File: src/core/tasp_pkg.sv
package tasp_pkg;
  // ----------------------------------------
  // Axis indices
  // ----------------------------------------
  localparam int TASP_AXIS_X = 0;
  localparam int TASP_AXIS_Y = 1;
  localparam int TASP_AXIS_Z = 2;
  localparam int TASP_NUM_AXES = 3;
  // ----------------------------------------
  // Reset values
  // ----------------------------------------
  localparam logic TASP_RUN_RST = 1'h0;
  localparam logic TASP_FLAG_RST = 1'h0;
  localparam logic TASP_DIR_PRESET = 1'h1;
  // ----------------------------------------
  // Scan orders
  // ----------------------------------------
  typedef enum {
    TASP_ORDER_NONE,
    TASP_ORDER_XFIRST,
    TASP_ORDER_ZFIRST
  } tasp_order_t;
endpackage

File: src/core/tasp_axis_if.sv
`timescale 1ns/1ns
interface tasp_axis_if;
  logic set_lower;
  logic set_upper;
  logic toggle_dir;
  logic clear_run;
  logic preset_dir;
  logic lower_q;
  logic upper_q;
  logic dir_q;
  logic enable;
  modport ctrl (
    output set_lower,
    output set_upper,
    output toggle_dir,
    output clear_run,
    output preset_dir,
    input lower_q,
    input upper_q,
    input dir_q,
    input enable
  );
  modport axis (
    input set_lower,
    input set_upper,
    input toggle_dir,
    input clear_run,
    input preset_dir,
    output lower_q,
    output upper_q,
    output dir_q,
    output enable
  );
endinterface

File: src/core/tasp_axis.sv
`timescale 1ns/1ns
module tasp_axis
  import tasp_pkg::*;
(
  // Clock and reset
  input wire logic i_clk,
  input wire logic i_sys_rst,
  // Step strobe
  input wire logic i_step,
  // Control
  tasp_axis_if.axis ax
);
  logic lower_q, lower_d;
  logic upper_q, upper_d;
  logic dir_q, dir_d;

  // ----------------------------------------
  // Run and direction triplet
  // ----------------------------------------
  always_comb begin
    lower_d = lower_q;
    upper_d = upper_q;
    dir_d = dir_q;
    if (ax.preset_dir) begin
      dir_d = TASP_DIR_PRESET;
    end else if (i_step && ax.toggle_dir) begin
      dir_d = ~dir_q;
    end
    // This axis' own set on a step beats a clear from other axes; one run at a time
    if (ax.clear_run) begin
      lower_d = TASP_RUN_RST;
      upper_d = TASP_RUN_RST;
    end
    if (i_step) begin
      // Set lands on the lower or upper run by the direction it leaves
      lower_d = ax.set_lower;
      upper_d = ax.set_upper;
    end
  end

  always_ff @(posedge i_clk) begin
    if (i_sys_rst) begin
      lower_q <= TASP_RUN_RST;
      upper_q <= TASP_RUN_RST;
      dir_q <= TASP_DIR_PRESET;
    end else begin
      lower_q <= lower_d;
      upper_q <= upper_d;
      dir_q <= dir_d;
    end
  end

  assign ax.lower_q = lower_q;
  assign ax.upper_q = upper_q;
  assign ax.dir_q = dir_q;
  assign ax.enable = lower_q | upper_q;
endmodule

File: src/core/tasp_edge.sv
`timescale 1ns/1ns
module tasp_edge (
  // Clock and reset
  input wire logic i_clk,
  input wire logic i_sys_rst,
  // Pin level in, rising-edge pulse out
  input wire logic i_pin,
  output logic o_level,
  output logic o_rise
);
  logic s1_q, s1_d;
  logic s2_q, s2_d;
  logic s3_q, s3_d;

  // ----------------------------------------
  // Two-flop synchroniser and edge detect
  // ----------------------------------------
  always_comb begin
    s1_d = i_pin;
    s2_d = s1_q;
    s3_d = s2_q;
  end

  always_ff @(posedge i_clk) begin
    if (i_sys_rst) begin
      s1_q <= 1'h0;
      s2_q <= 1'h0;
      s3_q <= 1'h0;
    end else begin
      s1_q <= s1_d;
      s2_q <= s2_d;
      s3_q <= s3_d;
    end
  end

  assign o_level = s2_q;
  assign o_rise = s2_q & ~s3_q;
endmodule

File: src/core/tasp_programmer.sv
`timescale 1ns/1ns
// Summary of operation
// - X-first: enable X every dwell end unless matched or Z is running
// - X-first X match: flip X, enable Y
// - X-first Y unmatched: back to X
// - X-first Y match: flip Y, row flag, X
// - X-first match with row flag: enable Z
// - X-first Z done: X again, clear row flag
// - X-first Z upper match: set far-edge flag
// - X-first row, far, match, X: stop
// - Z-first: enable Z every dwell end unless matched
// - Z-first Z match: flip Z, enable X
// - Z-first X unmatched: back to Z
// - Z-first X match: flip X, row flag, Z
// - Z-first Z match with row: Y, then Z
// - Enables OR runs; direction ORs enabled directions
// - Three flip-flops per axis define sequence
// - Any set run clears other runs
// - Dwell end pulse ends at motor clock
module tasp_programmer
  import tasp_pkg::*;
(
  // Clock and reset
  input wire logic i_clk,
  input wire logic i_sys_rst,
  // Scan order selection
  input wire logic i_order_xfirst,
  input wire logic i_order_zfirst,
  // Commands and timing pins
  input wire logic i_preset_positive_cmd,
  input wire logic i_match,
  input wire logic i_dwell_expired,
  input wire logic i_motor_clk,
  input wire logic i_depth_sweep_done,
  // Motor control outputs
  output logic o_x_enable,
  output logic o_y_enable,
  output logic o_z_enable,
  output logic o_direction,
  output logic o_stop,
  // Status
  output logic o_dwell_end_pulse,
  output logic o_row_step,
  output logic o_far_edge
);
  tasp_axis_if ax_x ();
  tasp_axis_if ax_y ();
  tasp_axis_if ax_z ();

  logic xf_lvl, zf_lvl, pre_lvl, match_lvl, sweep_done_lvl;
  logic dwell_rise, mclk_rise;
  logic dwell_end_pulse_q, dwell_end_pulse_d;
  logic row_q, row_d;
  logic far_q, far_d;
  logic stop_q, stop_d;
  logic xe_q, ye_q, ze_q, dir_q, dir_d;
  logic step;
  logic sx_l, sx_u, sy_l, sy_u, sz_l, sz_u;
  logic tx, ty, tz;
  logic xe, ye, ze, xd, yd, zd;
  logic zdone_pend_q, zdone_pend_d;
  tasp_order_t order;

  // ----------------------------------------
  // Pin synchronisers
  // ----------------------------------------
  tasp_edge u_xf (.i_clk(i_clk), .i_sys_rst(i_sys_rst),
    .i_pin(i_order_xfirst), .o_level(xf_lvl), .o_rise());
  tasp_edge u_zf (.i_clk(i_clk), .i_sys_rst(i_sys_rst),
    .i_pin(i_order_zfirst), .o_level(zf_lvl), .o_rise());
  tasp_edge u_pre (.i_clk(i_clk), .i_sys_rst(i_sys_rst),
    .i_pin(i_preset_positive_cmd), .o_level(pre_lvl), .o_rise());
  tasp_edge u_match (
    .i_clk(i_clk),
    .i_sys_rst(i_sys_rst),
    .i_pin(i_match),
    .o_level(match_lvl),
    .o_rise()
  );
  tasp_edge u_sweep_done (
    .i_clk(i_clk),
    .i_sys_rst(i_sys_rst),
    .i_pin(i_depth_sweep_done),
    .o_level(sweep_done_lvl),
    .o_rise()
  );
  tasp_edge u_dwell (
    .i_clk(i_clk),
    .i_sys_rst(i_sys_rst),
    .i_pin(i_dwell_expired),
    .o_level(),
    .o_rise(dwell_rise)
  );
  tasp_edge u_mclk (
    .i_clk(i_clk),
    .i_sys_rst(i_sys_rst),
    .i_pin(i_motor_clk),
    .o_level(),
    .o_rise(mclk_rise)
  );

  // ----------------------------------------
  // Axes
  // ----------------------------------------
  tasp_axis u_ax_x (.i_clk(i_clk), .i_sys_rst(i_sys_rst),
    .i_step(step), .ax(ax_x.axis));
  tasp_axis u_ax_y (.i_clk(i_clk), .i_sys_rst(i_sys_rst),
    .i_step(step), .ax(ax_y.axis));
  tasp_axis u_ax_z (.i_clk(i_clk), .i_sys_rst(i_sys_rst),
    .i_step(step), .ax(ax_z.axis));

  assign xe = ax_x.enable;
  assign ye = ax_y.enable;
  assign ze = ax_z.enable;
  assign xd = ax_x.dir_q;
  assign yd = ax_y.dir_q;
  assign zd = ax_z.dir_q;

  // Both or neither selected means idle; sequencing stays frozen
  always_comb begin
    order = TASP_ORDER_NONE;
    if (xf_lvl && !zf_lvl) begin
      order = TASP_ORDER_XFIRST;
    end else if (zf_lvl && !xf_lvl) begin
      order = TASP_ORDER_ZFIRST;
    end
  end

  // Work happens on the leading edge of the dwell end pulse only
  assign step = dwell_rise && (order != TASP_ORDER_NONE) && !stop_q;

  // ----------------------------------------
  // Next-run decision per order
  // ----------------------------------------
  always_comb begin
    logic gx, gy, gz;
    gx = 1'h0;
    gy = 1'h0;
    gz = 1'h0;
    tx = 1'h0;
    ty = 1'h0;
    tz = 1'h0;
    unique case (order)
      TASP_ORDER_XFIRST: begin
        if (row_q && zdone_pend_q) begin
          gx = 1'h1;
        end else if (ze) begin
          gz = 1'h1;
        end else if (xe && match_lvl && row_q) begin
          gz = 1'h1;
          tx = 1'h1;
        end else if (xe && match_lvl) begin
          tx = 1'h1;
          gy = 1'h1;
        end else if (ye && match_lvl) begin
          ty = 1'h1;
          gx = 1'h1;
        end else begin
          gx = 1'h1;
        end
      end
      TASP_ORDER_ZFIRST: begin
        if (ye) begin
          gz = 1'h1;
        end else if (ze && match_lvl && row_q) begin
          gy = 1'h1;
          tz = 1'h1;
        end else if (ze && match_lvl) begin
          tz = 1'h1;
          gx = 1'h1;
        end else if (xe && match_lvl) begin
          tx = 1'h1;
          gz = 1'h1;
        end else begin
          gz = 1'h1;
        end
      end
      TASP_ORDER_NONE: begin
      end
    endcase
    // Run side follows the direction the axis will move in
    sx_l = gx && !(xd ^ tx);
    sx_u = gx && (xd ^ tx);
    sy_l = gy && !(yd ^ ty);
    sy_u = gy && (yd ^ ty);
    sz_l = gz && !(zd ^ tz);
    sz_u = gz && (zd ^ tz);
  end

  always_comb begin
    ax_x.set_lower = sx_l;
    ax_x.set_upper = sx_u;
    ax_y.set_lower = sy_l;
    ax_y.set_upper = sy_u;
    ax_z.set_lower = sz_l;
    ax_z.set_upper = sz_u;
    ax_x.toggle_dir = tx;
    ax_y.toggle_dir = ty;
    ax_z.toggle_dir = tz;
    ax_x.preset_dir = pre_lvl;
    ax_y.preset_dir = pre_lvl;
    ax_z.preset_dir = pre_lvl;
    // Another axis running clears this one outside the dwell end
    ax_x.clear_run = !dwell_end_pulse_q && (ye || ze);
    ax_y.clear_run = !dwell_end_pulse_q && (xe || ze);
    ax_z.clear_run = !dwell_end_pulse_q && (xe || ye);
  end

  // ----------------------------------------
  // Flags, stop and dwell end pulse
  // ----------------------------------------
  always_comb begin
    dwell_end_pulse_d = dwell_end_pulse_q;
    row_d = row_q;
    far_d = far_q;
    stop_d = stop_q;
    zdone_pend_d = zdone_pend_q;
    if (dwell_rise) begin
      dwell_end_pulse_d = 1'h1;
    end else if (mclk_rise) begin
      dwell_end_pulse_d = 1'h0;
    end
    // Sweep done may arrive between dwell ends; hold it for the next
    if (sweep_done_lvl && ze) begin
      zdone_pend_d = 1'h1;
    end
    if (step) begin
      unique case (order)
        TASP_ORDER_XFIRST: begin
          if (row_q && far_q && match_lvl && xe) begin
            stop_d = 1'h1;
          end
          if (row_q && zdone_pend_q) begin
            row_d = 1'h0;
            zdone_pend_d = 1'h0;
          end else if (ye && match_lvl) begin
            row_d = 1'h1;
          end
          if (ze && match_lvl && zd) begin
            far_d = 1'h1;
          end
        end
        TASP_ORDER_ZFIRST: begin
          if (row_q && far_q && match_lvl && ze) begin
            stop_d = 1'h1;
          end
          if (ye) begin
            row_d = 1'h0;
          end else if (xe && match_lvl) begin
            row_d = 1'h1;
          end
          if (ye && match_lvl && yd) begin
            far_d = 1'h1;
          end
        end
        TASP_ORDER_NONE: begin
        end
      endcase
    end
  end

  // Direction line is the OR of each enabled axis' direction
  always_comb begin
    dir_d = (xe & xd) | (ye & yd) | (ze & zd);
  end

  always_ff @(posedge i_clk) begin
    if (i_sys_rst) begin
      dwell_end_pulse_q <= TASP_FLAG_RST;
      row_q <= TASP_FLAG_RST;
      far_q <= TASP_FLAG_RST;
      stop_q <= TASP_FLAG_RST;
      zdone_pend_q <= TASP_FLAG_RST;
      xe_q <= TASP_RUN_RST;
      ye_q <= TASP_RUN_RST;
      ze_q <= TASP_RUN_RST;
      dir_q <= TASP_FLAG_RST;
    end else begin
      dwell_end_pulse_q <= dwell_end_pulse_d;
      row_q <= row_d;
      far_q <= far_d;
      stop_q <= stop_d;
      zdone_pend_q <= zdone_pend_d;
      xe_q <= xe;
      ye_q <= ye;
      ze_q <= ze;
      dir_q <= dir_d;
    end
  end

  assign o_x_enable = xe_q;
  assign o_y_enable = ye_q;
  assign o_z_enable = ze_q;
  assign o_direction = dir_q;
  assign o_stop = stop_q;
  assign o_dwell_end_pulse = dwell_end_pulse_q;
  assign o_row_step = row_q;
  assign o_far_edge = far_q;
endmodule

File: config.mk
export PLATFORM = sky130hd
export DESIGN_NAME = tasp_programmer
export DESIGN_NICKNAME = d
export VERILOG_FILES = /design/src/core/tasp_pkg.sv /design/src/core/tasp_axis_if.sv /design/src/core/tasp_axis.sv /design/src/core/tasp_edge.sv /design/src/core/tasp_programmer.sv
export SDC_FILE = /design/constraint.sdc
export NUM_CORES = 1
export LEC_CHECK = 0
export ABC_AREA = 1
export BUFFER_PORTS_ARGS = -buffer_cell sky130_fd_sc_hd__clkbuf_2
export CAP_MARGIN = 10
export CORE_MARGIN = 5
export CORE_UTILIZATION = 45
export CTS_BUF_LIST = sky130_fd_sc_hd__clkbuf_16
export DETAILED_ROUTE_END_ITERATION = 7
export PLACE_DENSITY = 0.69
export SYNTH_ARGS = -nofsm -noshare
export SYNTH_HDL_FRONTEND = slang
export SYNTH_SLANG_ARGS = --single-unit
File: constraint.sdc
create_clock -name i_clk -period 1.7 [get_ports i_clk]
set_input_delay 0.085 -clock i_clk [delete_from_list [all_inputs] [get_ports i_clk]]
set_output_delay 0.085 -clock i_clk [all_outputs]
set_load 0.005 [all_outputs]
==> impl_metrics.yaml <==
detailed_routing:
  drt-total-wl_um: 2980
  drt_iter0_markers: 64
  wl_per_cell_um: 10.7
  drc: 0
  vias: 1249
  via_per_inst: 4.49
  dr.pass1.iters: 4
  ant_nets: 0
placed_design:
  gp_congestion: 0.937
  dp_hpwl_um: 2120
  placed_cells: 265
  post-place-ws_ns: 0.138
  io_buffers: 16
cts:
  clk_latency_ns: 0.27
  clk_path_buf_depth: 2
  path_clk_slew_ns: 0.05
  htree_levels: 2
  cts.sink_count: 34
  cts_tree: "built"
  cts-root-buf: "clkbuf_16"
  cts_inserted_buffers: 5
  cts_setup_buffers: 0
power:
  power.leakage_uw: 0.000878
  power_frac_clock: 0.518
  combPwrFrac: 0.047
  sw_frac_of_total: 0.192
  p_int_uw: 1530
  pwr-share-seq: 0.435
  p_per_area_nw_per_um2: 1030
  vdd_drop_max_mv: 0.866
  power_switching_uw: 364
timing:
  clock-skew-final_ns: 0.00233
  fin_crit_ns: 1.56
  grt_setup_unrepaired: "false"
  finalCritPeriodShare: 0.915
  setup-violations-final: 0
  drv_slew: 0
  relSlewSlack: 0.784
  fin_ws_ns: 0.145
  whs_ns: 0.000896
  tightest_slew_ns: 0.322
  fmax_mhz: 643
  setup-tns-final_ns: 0
  hold_violations: 0
worst_setup_path:
  endpoint_kind: "flop"
  crit_arrival_ns: 1.76
  worstPathRequired_ns: 1.91
  cp_max_fo: 7
  start_kind: "flop"
  critPathKind: "flop to flop"
  r2r_slack_ns: 0.14
  r2r_cells: 8
  r2r-start: "u_xf.o_level"
  r2r_end: "u_ax_x.ax.lower_q"
layout:
  areaGrowthSynthToFinish_pct: 24.3
  drive_gt1_frac: 0.171
  fin_util: 0.591
  antenna_cells: 0
  instances_no_fill: 278
  layout.nets: 244
logic_synthesis:
  synth_top_cell_by_area: "dfxtp_1"
  avgSynthCellArea_um2: 7.20
  synth-main-ff-cell: "dfxtp_1"
  synth_most_common_cell: "inv_1"
  yosysTopAreaCellShare: 0.461
  async_reset_ff_frac: 0
  synth.yosys.seq_area_share: 0.461
  netlist_top_cells_area: "dfxtp_1 46%, inv_1 10%, nand2_1 9.2%, nor2_1 9.2%, nand3_1 4.1%"
  syn_inst: 205
  synth_common_cells: "41 x inv_1, 36 x nand2_1, 36 x nor2_1"
  synth.yosys.warnings: 0
  synth_fp_nets: 216
  synth_edf_count: 0
  ys_ff_latch: 34
  syn_area_um2: 1480
  yosys.cell_types.count: 25
global_routing:
  grt_start_max_net_pins: 25
  grt_pass1_vias: 1212
  gr-usage-all-layers: 0.157
  overflow: 0
  antenna_found_initial: 0
  grt_pass1_wl_um: 5240
job:
  maxCapViolCount: 0
hold_path:
  worstHoldPathCells: 3
  worstHoldStart: "i_motor_clk"
  worstHoldEndpoint: "u_mclk.s1_q"
  hold_class: "input pin to flop"
die:
  io_pins: 17
  fp.coreArea_um2: 3100
  die_w_um: 67.3
  initial_core_util: 0.475
  die_h_um: 67.3
  die-area_um2: 4520
  fp-row-count: 20
outcome:
  status: "completed"
## logic make-up after synthesis
| family | count (synthesis) | synth area share |
|---|---|---|
| AOI/OAI and AO/OA | 25 | 0.100 |
| xor gates and xnor gates | 2 | 0.0119 |
| adders and majority gates | 2 | 0.0170 |
| buffers and inverters | 47 | 0.122 |
| DFF | 34 | 0.461 |
| and+or+nand+nor | 95 | 0.288 |
## stage by stage
step                cell area, um2  power (uW)
floorplan                     1480         895
finish                        1830        1900
detailed placement            1620         922
global placement              1620         920
CTS                           1830        1910
global route                  1830        1970
## how the worst max path moves through the flow
| stage | startpoint | to | slack, ns | depth (start not counted) |
|---|---|---|---|---|
| after floorplan | u_xf.o_level | o_row_step | 0.27 | 7 |
| after global placement | u_xf.o_level | u_ax_x.ax.lower_q | 0.17 | 8 |
| after detailed placement | u_xf.o_level | u_ax_x.ax.lower_q | 0.14 | 8 |
| after CTS | u_xf.o_level | u_ax_x.ax.lower_q | 0.1 | 8 |
| after global routing | u_xf.o_level | u_ax_x.ax.dir_q | 0.002 | 10 |
| final | u_xf.o_level | u_ax_x.ax.lower_q | 0.14 | 8 |
## critical path, cell delays in order, from the launching register on
cell and delay [ns]:
dfxtp_1 0.33, inv_1 0.05, ha_1 0.33, nor3_4 0.25, buf_4 0.19, nand2_1 0.06, nand2_1 0.08, nand3_1 0.08
a21oi_1 0.13
## per-layer routing
| layer | GRT usage | wire length (um) |
|---|---|---|
| met2 | 0.255 | 1400 |
| met4 | 0.0810 | 81 |
| met5 | 0 | 0 |
| met1 | 0.180 | 1300 |
| met3 | 0.0566 | 189 |
## what timing repair did
item                                    4_1_cts  5_1_grt
hold buffers                                  5        0
hold endpoints to repair                      5        0
endpoints found under the setup margin        0        6
gates resized for setup                       0        0
## area by class of cell
class	instances	area (um2)
sequential	34	681
timing repair buffer	25	160
fill	301	1270
clock inverter	3	37.5
inverter	43	161
tap	44	55.1
clock buffer	5	125
multi-input combinational	124	614
## power by group through the flow
stage / logic (uW) / clock network, uW / registers [uW]
final: 88.9 / 983 / 826
after global routing: 102 / 1040 / 827
after CTS: 88.7 / 994 / 826
after detailed placement: 79.0 / 0 / 843
after global placement: 78.7 / 0 / 842
after floorplan: 54.5 / 0 / 841
## cell usage in the layout, fill, tap and decap left out
master / n
inv_1: 43
nor2_1: 36
nand2_1: 36
dfxtp_1: 34
clkbuf_2: 16
nand3_1: 12
o21ai_0: 11
a21oi_1: 6
clkbuf_16: 5
dlygate4sd3_1: 5
buf_4: 4
nor2_2: 3
a21oi_2: 3
nor2_4: 2
inv_2: 2
nand2_2: 2
o211ai_1: 2
xor2_1: 2
ha_1: 2
nor3_4: 1
nand4_1: 1
o2111ai_1: 1
a31oi_1: 1
o22ai_1: 1
nor3b_1: 1
nand3_2: 1
bufinv_16: 1
No activity file was read; power rests on OpenSTA's default activity.
